`config.mk`:
```
export PLATFORM = sky130hd
export DESIGN_NAME = regx_ctrl
export DESIGN_NICKNAME = d
export VERILOG_FILES = /design/src/hw/chip_decoder.v /design/src/hw/phase_gen.v /design/src/hw/regx_ctrl.v
export VERILOG_INCLUDE_DIRS = /design/src /design/src/hw
export SDC_FILE = /design/constraint.sdc
export NUM_CORES = 1
export LEC_CHECK = 0
export BUFFER_PORTS_ARGS = -buffer_cell sky130_fd_sc_hd__buf_2
export CAP_MARGIN = 20
export CORE_MARGIN = 3
export CORE_UTILIZATION = 54
export CTS_CLUSTER_DIAMETER = 200
export DETAILED_ROUTE_END_ITERATION = 8
export PLACE_DENSITY_LB_ADDON = 0.08
export SLEW_MARGIN = 20
export SYNTH_ARGS = -nofsm -noshare
export SYNTH_HDL_FRONTEND = slang
export SYNTH_HIERARCHICAL = 1
export SYNTH_SLANG_ARGS = --single-unit
```
`constraint.sdc`:
```
create_clock -name clk_sys -period 2.55 [get_ports clk_sys]
set_input_delay 0.255 -clock clk_sys [delete_from_list [all_inputs] [get_ports clk_sys]]
set_output_delay 0.255 -clock clk_sys [all_outputs]
set_load 0.1 [all_outputs]
```
`src/hw/regx_regs.vh`:
```
// Constants for the expanded register store controller
`ifndef REGX_REGS_VH
`define REGX_REGS_VH
`define RX_WORD_BITS    4
`define RX_A_BITS       7
`define RX_BC_BITS      6
`define RX_CHIP_LO      4
`define RX_A_CHIPS      8
`define RX_BC_CHIPS     4
`define RX_ROM_CHIP     3'h3
`define RX_HALF_CYC     4'hC
`define RX_SETTLE_CYC   4'h1
`define RX_CNT_W        4
`endif

```
`src/hw/chip_decoder.v`:
```
// One-hot active-low chip select decoder with enable
`timescale 1ns/1ps
`default_nettype none
module chip_decoder #(
    parameter SEL_W = 2,
    parameter OUT_N = 4
) (
    input  wire             clk_sys,
    input  wire             rst,
    input  wire             en,
    input  wire [SEL_W-1:0] sel,
    output reg  [OUT_N-1:0] sel_n_r
);
    genvar i;
    generate
        for (i = 0; i < OUT_N; i = i + 1) begin : g_dec
            always @(posedge clk_sys) begin
                if (rst) begin
                    sel_n_r[i] <= 1'b1;
                end else begin
                    sel_n_r[i] <= ~(en && (sel == i));
                end
            end
        end
    endgenerate
endmodule
`default_nettype wire

```
`src/hw/phase_gen.v`:
```
// Divider producing the cycle phase and its edge pulses
`timescale 1ns/1ps
`default_nettype none
`include "regx_regs.vh"
module phase_gen (
    input  wire clk_sys,
    input  wire rst,
    input  wire run,
    output reg  phase_hi_r,
    output reg  fall_pulse_r,
    output reg  rise_pulse_r
);
    reg [`RX_CNT_W-1:0] cnt_r;
    always @(posedge clk_sys) begin
        if (rst) begin
            cnt_r        <= {`RX_CNT_W{1'b0}};
            phase_hi_r   <= 1'b1;
            fall_pulse_r <= 1'b0;
            rise_pulse_r <= 1'b0;
        end else begin
            fall_pulse_r <= 1'b0;
            rise_pulse_r <= 1'b0;
            if (!run) begin
                cnt_r      <= {`RX_CNT_W{1'b0}};
                phase_hi_r <= 1'b1;
            end else if (cnt_r == `RX_HALF_CYC - 4'h1) begin
                cnt_r        <= {`RX_CNT_W{1'b0}};
                phase_hi_r   <= ~phase_hi_r;
                fall_pulse_r <= phase_hi_r;
                rise_pulse_r <= ~phase_hi_r;
            end else begin
                cnt_r <= cnt_r + 4'h1;
            end
        end
    end
endmodule
`default_nettype wire

```
`src/hw/regx_ctrl.v`:
```
// Controller sequencing the expanded register store
`timescale 1ns/1ps
`default_nettype none
`include "regx_regs.vh"
// Operation
// - A low bits address word in every chip; upper A bits pick one output enable.
// - A word feeds R operand; constant ROM answers to B field, never to C write enable.
// - B low bits address source; B bits four and five enable chip onto S.
// - C low bits address destination; C bits four and five pick write enable.
// - Clock high drives source address and holds instruction enable high.
// - Source data comes from chip output or slice port per B decoder.
// - Falling edge latches source data, then address switches to destination.
// - Instruction enable goes low only after destination address settles.
// - Two-address mode uses destination equal to source in all six bits.
// - Each slice holds forty-eight writable and sixteen read-only words.
module regx_ctrl (
    input  wire                    clk_sys,
    input  wire                    rst,
    input  wire                    start,
    input  wire                    two_addr,
    input  wire [`RX_A_BITS-1:0]   a_field,
    input  wire [`RX_BC_BITS-1:0]  b_field,
    input  wire [`RX_BC_BITS-1:0]  c_field,
    input  wire                    slice_write_n,
    output reg                     busy_r,
    output reg                     done_r,
    output reg                     phase_out_r,
    output reg  [`RX_WORD_BITS-1:0] a_word_r,
    output reg  [`RX_A_CHIPS-1:0]  a_oe_n_r,
    output reg  [`RX_WORD_BITS-1:0] ram_addr_r,
    output reg  [`RX_BC_CHIPS-1:0] b_oe_n_r,
    output reg                     src_latch_r,
    output reg                     instr_enable_low_r,
    output reg  [`RX_BC_CHIPS-1:0] c_we_n_r
);
    // ****************************************
    // States and holding registers
    // ****************************************
    localparam ST_IDLE = 4'b0001;
    localparam ST_SRC  = 4'b0010;
    localparam ST_DST  = 4'b0100;
    localparam ST_WR   = 4'b1000;

    reg [3:0]                state_r;
    reg [3:0]                state_nxt;
    reg [`RX_A_BITS-1:0]     a_r;
    reg [`RX_BC_BITS-1:0]    b_r;
    reg [`RX_BC_BITS-1:0]    c_r;
    reg [`RX_CNT_W-1:0]      settle_r;
    reg                      wr_s1_r;
    reg                      wr_s2_r;
    wire                     phase_hi;
    wire                     fall_p;
    wire                     rise_p;
    wire [`RX_BC_CHIPS-1:0]  we_dec_n;
    wire [`RX_A_CHIPS-1:0]   a_dec_n;
    wire [`RX_BC_CHIPS-1:0]  b_dec_n;

    // ****************************************
    // Phase divider
    // ****************************************
    phase_gen u_phase (
        .clk_sys      (clk_sys),
        .rst          (rst),
        .run          (busy_r),
        .phase_hi_r   (phase_hi),
        .fall_pulse_r (fall_p),
        .rise_pulse_r (rise_p)
    );

    // ****************************************
    // Chip decoders
    // ****************************************
    // A output enable
    chip_decoder #(.SEL_W(3), .OUT_N(`RX_A_CHIPS)) u_adec (
        .clk_sys (clk_sys),
        .rst     (rst),
        .en      (busy_r),
        .sel     (a_r[`RX_A_BITS-1:`RX_CHIP_LO]),
        .sel_n_r (a_dec_n)
    );
    chip_decoder #(.SEL_W(2), .OUT_N(`RX_BC_CHIPS)) u_bdec (
        .clk_sys (clk_sys),
        .rst     (rst),
        .en      (busy_r && (state_r == ST_SRC)),
        .sel     (b_r[`RX_BC_BITS-1:`RX_CHIP_LO]),
        .sel_n_r (b_dec_n)
    );
    chip_decoder #(.SEL_W(2), .OUT_N(`RX_BC_CHIPS)) u_cdec (
        .clk_sys (clk_sys),
        .rst     (rst),
        .en      ((state_r == ST_WR) && !wr_s2_r
                  && (c_r[`RX_BC_BITS-1:`RX_CHIP_LO] != `RX_ROM_CHIP)),
        .sel     (c_r[`RX_BC_BITS-1:`RX_CHIP_LO]),
        .sel_n_r (we_dec_n)
    );

    // ****************************************
    // Sequencer
    // ****************************************
    always @* begin
        state_nxt = state_r;
        case (state_r)
            ST_IDLE: begin
                if (start) begin
                    state_nxt = ST_SRC;
                end
            end
            ST_SRC: begin
                if (fall_p) begin
                    state_nxt = ST_DST;
                end
            end
            ST_DST: begin
                if (settle_r == `RX_SETTLE_CYC) begin
                    state_nxt = ST_WR;
                end
            end
            ST_WR: begin
                if (rise_p) begin
                    state_nxt = ST_IDLE;
                end
            end
            default: begin
                state_nxt = ST_IDLE;
            end
        endcase
    end

    always @(posedge clk_sys) begin
        if (rst) begin
            state_r            <= ST_IDLE;
            a_r                <= {`RX_A_BITS{1'b0}};
            b_r                <= {`RX_BC_BITS{1'b0}};
            c_r                <= {`RX_BC_BITS{1'b0}};
            settle_r           <= {`RX_CNT_W{1'b0}};
            wr_s1_r            <= 1'b1;
            wr_s2_r            <= 1'b1;
            busy_r             <= 1'b0;
            done_r             <= 1'b0;
            phase_out_r        <= 1'b1;
            a_word_r           <= {`RX_WORD_BITS{1'b0}};
            a_oe_n_r           <= {`RX_A_CHIPS{1'b1}};
            ram_addr_r         <= {`RX_WORD_BITS{1'b0}};
            b_oe_n_r           <= {`RX_BC_CHIPS{1'b1}};
            src_latch_r        <= 1'b0;
            instr_enable_low_r <= 1'b1;
            c_we_n_r           <= {`RX_BC_CHIPS{1'b1}};
        end else begin
            state_r     <= state_nxt;
            wr_s1_r     <= slice_write_n;
            wr_s2_r     <= wr_s1_r;
            done_r      <= 1'b0;
            src_latch_r <= 1'b0;
            phase_out_r <= phase_hi;
            a_oe_n_r    <= a_dec_n;
            b_oe_n_r    <= b_dec_n;
            c_we_n_r    <= we_dec_n;
            if (state_r == ST_IDLE && start) begin
                busy_r <= 1'b1;
                a_r    <= a_field;
                b_r    <= b_field;
                c_r    <= two_addr ? b_field : c_field;
            end
            a_word_r <= a_r[`RX_WORD_BITS-1:0];
            case (state_r)
                ST_SRC: begin
                    ram_addr_r         <= b_r[`RX_WORD_BITS-1:0];
                    instr_enable_low_r <= 1'b1;
                    settle_r           <= {`RX_CNT_W{1'b0}};
                    if (fall_p) begin
                        src_latch_r <= 1'b1;
                    end
                end
                ST_DST: begin
                    ram_addr_r <= c_r[`RX_WORD_BITS-1:0];
                    settle_r   <= settle_r + 4'h1;
                end
                ST_WR: begin
                    instr_enable_low_r <= 1'b0;
                    if (rise_p) begin
                        instr_enable_low_r <= 1'b1;
                        busy_r             <= 1'b0;
                        done_r             <= 1'b1;
                    end
                end
                default: begin
                    instr_enable_low_r <= 1'b1;
                end
            endcase
        end
    end
endmodule
`default_nettype wire

```
==> impl_summary.log, run 1 <==
INFO  metric placeableCoreArea = 0.00514 mm²
INFO  metric layout-drive-gt1-share = 31.2%
INFO  metric worst-endpoint-required = 2.77 ns
INFO  metric drt_pre_antenna_iters = 4
INFO  metric fillcell_total = 440
INFO  metric via_per_inst = 4.91
INFO  metric clock_tree.root_cell = clkbuf_8
INFO  metric count_of_yosys_warnings_during_synthesis = 6
INFO  metric status = completed
INFO  metric biggest_area_contributors_in_the_synthesized_netlist = dfxtp_1, nand2_1, or2_2
INFO  metric ctsHtreeMaxLevel = 3
INFO  metric vertical_die_dimension = 79.3 µm
INFO  metric dp.cells = 391
INFO  metric placementRows = 26
INFO  metric timing_worst_slew_pin_value = 0.533 ns
INFO  metric maxSlewViolCount = 0
INFO  metric insertedDiodeCount = 0
INFO  metric ctsLongestPathBuffers = 2
INFO  metric min_period = 2.04 ns
INFO  metric initial_util = 56.4%
INFO  metric dieArea = 0.00628 mm²
INFO  metric synth.top_cell.area_share = 55.9%
INFO  metric globalRouteTotalUtil = 17.1%
INFO  metric gpl.final_weighted_congestion = 0.782
INFO  metric clkTransAtPathRegs = 0.08 ns
INFO  metric max_slew_margin = 64.3%
INFO  metric register_area = 0.00162 mm²
INFO  metric setup_viol_count_final = 0
INFO  metric dr_total_vias = 1997
INFO  metric worst_ir_drop_on_vdd = 0.556 mV
INFO  metric postSynth.topFlopCell = dfxtp_1
INFO  metric skew_final = 0.0103 ns
INFO  metric gr-total-overflow = 0
INFO  metric clock-sinks = 81
INFO  metric fin_hold_ws = 0.0904 ns
INFO  metric r2r_setup_slack = 0.51 ns
INFO  metric hp-class = primary input to flop
INFO  metric post_cts.resized_instances = 0
INFO  metric post_cts.repair.setup_buffers = 0
INFO  metric synth_enable_flop_cells = 0
INFO  metric number_of_drc_violations_after_detailed_routing = 0
INFO  metric min_period_over_period = 79.9%
INFO  metric worst_r2r_startpoint = state_r[3]
INFO  metric dpl.hpwl = 3320 µm
INFO  metric post_layout_nonfiller_instances = 407
INFO  metric async_reset_ff_share = 0%
INFO  metric drt-wirelength-per-cell = 11.9 µm
INFO  metric flow.area_growth_from_synthesis = 17.8%
INFO  metric cts_hold_buf = 0
INFO  metric achievable-frequency = 491 MHz
INFO  metric cts-buffers-inserted = 9
INFO  metric crit_start = state_r[3]
INFO  metric dpl_worst_slack = 0.531 ns
INFO  metric worst-path-max-fanout = 8
INFO  metric top_level_ports = 53
INFO  metric sequential_area_share_after_synthesis = 55.9%
INFO  metric post_route_worst_setup_slack = 0.513 ns
INFO  metric finalNetCount = 359
INFO  metric top_count_cell_post_synth = dfxtp_1
INFO  metric synthCells = 280
INFO  metric synthDistinctLibCells = 48
INFO  metric post_synth_instance_area = 0.00290 mm²
INFO  metric detailedRoute.firstIterationViolations = 65
INFO  metric routed_wirelength = 4830 µm
INFO  metric ys_seq_elements = 81
INFO  metric residual_antenna_violating_net_count_after_detailed_routing = 0
INFO  metric critical_path.reg2reg.endpoint = u_cdec/sel_n_r[0]
INFO  metric synth_common_cells = dfxtp_1, nand2_1, nor2_1
INFO  metric grt_antenna_before_repair = 0
INFO  metric clock_insertion_delay_worst_skew = 0.35 ns
INFO  metric grt_pass1_wl = 8310 µm
INFO  metric cp-endpoint = u_cdec/sel_n_r[0]
INFO  metric worstSetupPathType = flop to flop
INFO  metric hold_viol_final = 0
INFO  metric worstRegToRegCells = 3
INFO  metric postSynthNetCount = 307
INFO  metric cell_type_with_the_highest_aggregate_area_in_the_netlist = dfxtp_1
INFO  metric die_w = 79.3 µm
INFO  metric maxCapViolations = 0
INFO  metric cts_tree = done
INFO  metric vias_in_the_first_global_route = 1795
INFO  metric finalPower = 3.00 mW
INFO  metric leakagePower = 1.40 nW
INFO  metric tns_setup = 0 ns
INFO  metric portBuffers = 52
INFO  metric postSynthAreaPerCell = 10.4 µm²
INFO  metric worst_ep_arrival_time = 2.26 ns
INFO  metric multiInputGateArea = 0.00118 mm²
INFO  metric cp-end-kind = flop
INFO  metric setup.worst_path.start_class = flop
INFO  metric power_density = 879 mW/mm²
INFO  metric grt_start_max_net_pins = 33
INFO  metric unrepaired_setup_endpoints_after_global_routing = no
layout make-up:
class / count / share of cell area, %
Clock buffer: 10 / 4.03
Timing Repair Buffer: 56 / 8.50
Inverter: 3 / 0.330
Multi-Input combinational cell: 181 / 34.4
Clock inverter: 6 / 2.64
Sequential cell: 81 / 47.5
Tap cell: 70 / 2.57
flip-flops by register name, summed over array words and instances, names as in the netlist, 4 cells and up:
signal and cells:
b_oe_n_r 4, b_r 6, a_oe_n_r 8, u_adec/sel_n_r 8
a_word_r 4, ram_addr_r 4, u_bdec/sel_n_r 4, u_phase/cnt_r 4
a_r 7, settle_r 4, state_r 4, u_cdec/sel_n_r 4
c_we_n_r 4, c_r 6
cells by family after synthesis:
family	count (synthesis)	share of synthesized area [%]
AO/OA/AOI/OAI	43	9.45
flip-flops	81	55.9
adder cells (fa/ha/maj)	3	1.29
XOR/XNOR	5	1.51
multiplexers	7	2.59
buffers and inverters	18	3.50
AND/OR/NAND/NOR	123	25.7
worst max-delay path, cell delays in order, from the launching register on:
cell	delay, ns
dfxtp_1	0.55
or4b_4	0.54
a211oi_1	0.36
or4b_1	0.46
cells in the final DEF, fill, tap and decap left out, types with 5 or more instances in the layout:
master	instances
a211oi_1	7
a21oi_1	20
buf_2	52
clkbuf_8	10
dfxtp_1	81
mux2i_1	6
nand2_1	37
nand3_1	5
nor2_1	22
nor2b_1	5
or2_2	19
worst min path at each step:
stage / end / cells past startpoint / slack [ns] / from
after floorplan: u_adec/sel_n_r[2] / 2 / 0.36 / rst
after global placement: a_oe_n_r[4] / 1 / 0.39 / u_adec/sel_n_r[4]
after detailed placement: a_oe_n_r[3] / 1 / 0.39 / u_adec/sel_n_r[3]
after CTS: wr_s1_r / 2 / 0.08 / slice_write_n
after global routing: wr_s1_r / 2 / 0.1 / slice_write_n
final: wr_s1_r / 2 / 0.09 / slice_write_n
report_power, final:
part	switching (mW)	leakage (nW)	internal [mW]
clock network	0.447	0.113	0.581
logic	0.309	0.625	0.189
registers	0.114	0.659	1.36
total	0.869	1.40	2.13
stage by stage:
| stage | cell area [µm²] | utilization [%] |
|---|---|---|
| final | 3410 | 66.4 |
| after global routing | 3410 | 66.4 |
| after CTS | 3410 | 66.4 |
| after detailed placement | 3190 | 62.0 |
| after global placement | 3190 | 62.0 |
| after floorplan | 2900 | - |
layer usage:
layer	up-vias	track usage, %	wire (µm)
met2	44	26.2	2180
met3	11	4.65	244
met1	883	21.7	2290
li1	1059	-	-
met5	-	0	0
met4	0	9.79	115
No activity file was read; power rests on OpenSTA's default activity.
==> inputs of run 2 (changes only) <==
- clock period: 2.55 -> 2.1 ns (I/O delays scaled with it)
==> impl_summary.log, run 2 (same netlist as run 1, synthesis figures left out) <==
INFO  metric grt_start_max_net_pins = 33
INFO  metric cp-end-kind = flop
INFO  metric status = completed
INFO  metric p_int = 2.50 mW
INFO  metric dr_total_vias = 2078
INFO  metric multiInputGateArea = 0.00118 mm²
INFO  metric portBuffers = 52
INFO  metric placementRows = 26
INFO  metric final_common_cell = dfxtp_1
INFO  metric gr-total-overflow = 0
INFO  metric power_density = 1030 mW/mm²
INFO  metric maxCapViolations = 0
INFO  metric number_of_drc_violations_after_detailed_routing = 0
INFO  metric power_frac_clock = 31.1%
INFO  metric worst_ir_drop_on_vdd = 0.526 mV
INFO  metric routed_wirelength = 5040 µm
INFO  metric clock_insertion_delay_worst_skew = 0.34 ns
INFO  metric post_dp_cell_area = 0.00322 mm²
INFO  metric worstSetupPathType = flop to flop
INFO  metric cts-buffers-inserted = 9
INFO  metric vias_in_the_first_global_route = 1888
INFO  metric timing_worst_slew_pin_value = 0.526 ns
INFO  metric ctsLongestPathBuffers = 2
INFO  metric clock_tree.root_cell = clkbuf_8
INFO  metric flow.area_growth_from_synthesis = 18.0%
INFO  metric initial_util = 56.4%
INFO  metric post_cts.resized_instances = 0
INFO  metric cts_tree = done
INFO  metric residual_antenna_violating_net_count_after_detailed_routing = 0
INFO  metric die_w = 79.3 µm
INFO  metric finalPower = 3.53 mW
INFO  metric layout-drive-gt1-share = 31.6%
INFO  metric hp-class = primary input to flop
INFO  metric p_switching = 1.04 mW
INFO  metric gpl.final_weighted_congestion = 0.816
INFO  metric globalRouteTotalUtil = 17.3%
INFO  metric worst-path-max-fanout = 10
INFO  metric tns_setup = 0 ns
INFO  metric finalNetCount = 364
INFO  metric setup.worst_path.start_class = flop
INFO  metric min_period_over_period = 84.0%
INFO  metric min_period = 1.76 ns
INFO  metric dp.cells = 396
INFO  metric ctsHtreeMaxLevel = 3
INFO  metric vertical_die_dimension = 79.3 µm
INFO  metric dieArea = 0.00628 mm²
INFO  metric achievable-frequency = 567 MHz
INFO  metric finish.instance_area = 0.00342 mm²
INFO  metric clkTransAtPathRegs = 0.08 ns
INFO  metric sw_frac_of_total = 29.4%
INFO  metric grt_antenna_before_repair = 0
INFO  metric max_slew_margin = 64.8%
INFO  metric leakagePower = 1.41 nW
INFO  metric seq_power_share = 49.7%
INFO  metric insertedDiodeCount = 0
INFO  metric layout_common_cells = dfxtp_1, buf_2, nand2_1
INFO  metric cts_hold_buf = 0
INFO  metric worst_ep_arrival_time = 1.99 ns
INFO  metric hold_viol_final = 0
INFO  metric dpl.hpwl = 3590 µm
INFO  metric power_frac_comb = 19.2%
INFO  metric grt_pass1_wl = 8490 µm
INFO  metric drt-wirelength-per-cell = 12.2 µm
INFO  metric post_layout_nonfiller_instances = 412
INFO  metric cp_slowest_cell = or4b_4
INFO  metric biggestRegsByFlops = a_oe_n_r: 8 flops, u_adec/sel_n_r: 8 flops, a_r: 7 flops
INFO  metric clock-sinks = 81
INFO  metric drt_pre_antenna_iters = 4
INFO  metric detailedRoute.firstIterationViolations = 73
INFO  metric maxSlewViolCount = 0
INFO  metric placeableCoreArea = 0.00514 mm²
INFO  metric critPathMaxStageDelay = 0.55 ns
INFO  metric top_level_ports = 53
INFO  metric unrepaired_setup_endpoints_after_global_routing = no
INFO  metric skew_final = 0.0116 ns
INFO  metric path_cells = or4b_4 > a211oi_1 > or4b_1
INFO  metric via_per_inst = 5.04
INFO  metric fillcell_total = 449
INFO  metric post_cts.repair.setup_buffers = 0
INFO  metric setup_viol_count_final = 0
INFO  metric register_area = 0.00162 mm²
INFO  metric worst-endpoint-required = 2.32 ns
==> run 2: area by class of cell <==
cell class	instances	area share, %
timing repair buffer	61	9.58
clock inverter	4	1.54
inverter	3	0.329
tap	70	2.56
sequential	81	47.4
clock buffer	12	4.24
multi-input combinational	181	34.4
==> run 2: per-layer routing <==
metal	routed length, µm	track usage [%]
met3	234	3.17
met5	0	0
met2	2430	27.8
met4	97	10.1
met1	2280	21.8
==> run 2: final timing paths <==
path / from / endpoint / slack, ns / depth (start not counted)
setup / recovery: state_r[2] / u_cdec/sel_n_r[0] / 0.34 / 3
hold / removal: slice_write_n / wr_s1_r / 0.05 / 2
setup reg to reg: state_r[2] / u_cdec/sel_n_r[0] / 0.34 / 3
hold reg to reg: u_cdec/sel_n_r[1] / c_we_n_r[1] / 0.41 / 1
==> run 2: worst max-delay path, delay by kind of cell (launching register included) <==
family	cells	cell delay (ns)
AND/OR/NAND/NOR	2	1.00
flip-flops	1	0.42
AO/OA/AOI/OAI	1	0.23
==> run 2: power groups by stage <==
stage	clock network [mW]	registers (mW)	logic, mW
final	1.10	1.76	0.678
after global routing	1.19	1.77	0.744
after CTS	1.13	1.76	0.684
after detailed placement	0	1.79	0.681
after global placement	0	1.78	0.668
after floorplan	0	1.88	0.446
==> run 2: per-stage QoR <==
stage	setup WS [ns]	hold WS, ns	util, %
floorplan	0.234	0.313	-
global placement	0.357	0.393	62.7
detailed placement	0.311	0.396	62.7
CTS	0.331	0.0331	66.6
global route	0.255	0.0494	66.6
finish	0.337	0.0469	66.6
==> inputs of run 3 (changes only) <==
- ABC_AREA: not set -> 1
- clock period: 2.1 -> 1.7 ns (I/O delays scaled with it)
==> impl_summary.log, run 3 <==
INFO  metric async_reset_ff_share = 0%
INFO  metric initial_util = 56.9%
INFO  metric gr-total-overflow = 0
INFO  metric post_layout_nonfiller_instances = 482
INFO  metric dp.cells = 466
INFO  metric post_synth_instance_area = 0.00296 mm²
INFO  metric fin_hold_ws = 0.0893 ns
INFO  metric path_cells = buf_2
INFO  metric setup.worst_path.start_class = flop
INFO  metric number_of_drc_violations_after_detailed_routing = 0
INFO  metric finalNetCount = 435
INFO  metric detailedRoute.firstIterationViolations = 103
INFO  metric placementRows = 26
INFO  metric min_period_over_period = 83.0%
INFO  metric dr_total_vias = 2195
INFO  metric min_period = 1.41 ns
INFO  metric worstSetupPathType = flop to output pin
INFO  metric dpl_worst_slack = 0.436 ns
INFO  metric sequential_area_share_after_synthesis = 54.7%
INFO  metric top_count_cell_post_synth = dfxtp_1
INFO  metric post_dp_cell_area = 0.00329 mm²
INFO  metric placeableCoreArea = 0.00520 mm²
INFO  metric cp-end-kind = output pin
INFO  metric post_route_worst_setup_slack = 0.290 ns
INFO  metric top_level_ports = 53
INFO  metric drt-wirelength-per-cell = 10.7 µm
INFO  metric uppermost_layer_routed = met4
INFO  metric count_of_yosys_warnings_during_synthesis = 6
INFO  metric grt_pass1_wl = 8630 µm
INFO  metric finalPower = 4.33 mW
INFO  metric synthCells = 352
INFO  metric worst_r2r_startpoint = state_r[3]
INFO  metric cts_tree = done
INFO  metric skew_final = 0.00856 ns
INFO  metric hp-class = primary input to flop
INFO  metric postSynthNetCount = 379
INFO  metric hold_viol_final = 0
INFO  metric critPathMaxStageDelay = 0.46 ns
INFO  metric finish.instance_area = 0.00353 mm²
INFO  metric final_common_cell = dfxtp_1
INFO  metric synth_enable_flop_cells = 0
INFO  metric dieArea = 0.00641 mm²
INFO  metric portBuffers = 52
INFO  metric post_route_met1_wirelength = 2390 µm
INFO  metric ys_seq_elements = 81
INFO  metric vertical_die_dimension = 80.1 µm
INFO  metric grt_antenna_before_repair = 0
INFO  metric postSynth.topFlopCell = dfxtp_1
INFO  metric cell_type_with_the_highest_aggregate_area_in_the_netlist = dfxtp_1
INFO  metric biggest_area_contributors_in_the_synthesized_netlist = dfxtp_1, inv_1, nand2_1
INFO  metric ctsHtreeMaxLevel = 3
INFO  metric crit_start = busy_r
INFO  metric unrepaired_setup_endpoints_after_global_routing = no
INFO  metric worst-path-max-fanout = 4
INFO  metric clock_tree.root_cell = clkbuf_8
INFO  metric layout.core_utilization = 67.8%
INFO  metric worst-endpoint-required = 1.53 ns
INFO  metric layout_common_cells = dfxtp_1, inv_1, buf_2
INFO  metric tns_setup = 0 ns
INFO  metric routed_wirelength = 5170 µm
INFO  metric fillcell_total = 463
INFO  metric timing.critical_path.max_delay_family = buffers and inverters
INFO  metric cp_slowest_cell = buf_2
INFO  metric setup_viol_count_final = 0
INFO  metric die_w = 80.1 µm
INFO  metric vias_in_the_first_global_route = 2018
INFO  metric worst_ir_drop_on_vdd = 0.832 mV
INFO  metric synthDistinctLibCells = 31
INFO  metric maxCapViolations = 0
INFO  metric met2WireLength = 2410 µm
INFO  metric gpl.final_weighted_congestion = 0.757
INFO  metric drt_pre_antenna_iters = 4
INFO  metric globalRouteTotalUtil = 17.8%
INFO  metric max_slew_margin = 67.5%
INFO  metric dpl.hpwl = 3580 µm
INFO  metric ctsLongestPathBuffers = 2
INFO  metric clkTransAtPathRegs = 0.08 ns
INFO  metric post_cts.resized_instances = 0
INFO  metric insertedDiodeCount = 0
INFO  metric timing_worst_slew_pin_value = 0.491 ns
INFO  metric postSynthAreaPerCell = 8.42 µm²
INFO  metric cp.buffers_inverters = 1
INFO  metric grt_start_max_net_pins = 41
INFO  metric clock_insertion_delay_worst_skew = 0.35 ns
INFO  metric worst_ep_arrival_time = 1.24 ns
INFO  metric maxSlewViolCount = 0
INFO  metric synth.top_cell.area_share = 54.7%
INFO  metric status = completed
INFO  metric cts-buffers-inserted = 9
INFO  metric wl_met3 = 292 µm
INFO  metric achievable-frequency = 709 MHz
INFO  metric via_per_inst = 4.55
INFO  metric biggestRegsByFlops = a_oe_n_r: 8 flops, u_adec/sel_n_r: 8 flops, a_r: 7 flops
INFO  metric synth_common_cells = dfxtp_1, inv_1, nand2_1
INFO  metric flow.area_growth_from_synthesis = 19.1%
INFO  metric holdCritStartpoint = a_field[2]
INFO  metric clock-sinks = 81
INFO  metric power_density = 1230 mW/mm²
INFO  metric leakagePower = 1.48 nW
INFO  metric residual_antenna_violating_net_count_after_detailed_routing = 0
INFO  metric layout-drive-gt1-share = 27.2%
run 3: layout make-up:
type                       count  area [µm²]  area share (%)
sequential                    81        1620            45.9
multi-input combinational    198        1050            29.9
timing repair buffer          56         305            8.65
inverter                      62         233            6.59
clock buffer                  11         151            4.29
tap                           70        87.6            2.48
clock inverter                 4        76.3            2.16
run 3: logic make-up after synthesis:
| family | synth area share (%) |
|---|---|
| AO/OA/AOI/OAI | 11.4 |
| AND/OR/NAND/NOR | 22.6 |
| buffers and inverters | 9.71 |
| adder cells (fa/ha/maj) | 1.27 |
| flip-flops | 54.7 |
| XOR/XNOR | 0.296 |
run 3: worst paths after layout:
check	to	slack, ns	depth (start not counted)
setup / recovery	busy_r	0.29	1
hold / removal	a_r[2]	0.09	3
setup reg to reg	u_cdec/sel_n_r[2]	0.43	7
hold reg to reg	c_we_n_r[0]	0.40	1
run 3: report_power, final:
part / internal [mW] / switching [mW]
logic: 0.193 / 0.451
clock network: 0.901 / 0.658
registers: 2.03 / 0.0979
run 3: timing repair:
item,4_1_cts,5_1_grt
buffers inserted,0,0
hold buffers,0,1
hold endpoints to repair,0,1
run 3: per-layer routing:
layer  up-vias  global-route usage (%)
met5         -                       0
met4         0                    7.09
met3         7                    7.51
met2        45                    28.2
met1       938                    21.1
li1       1205                       -
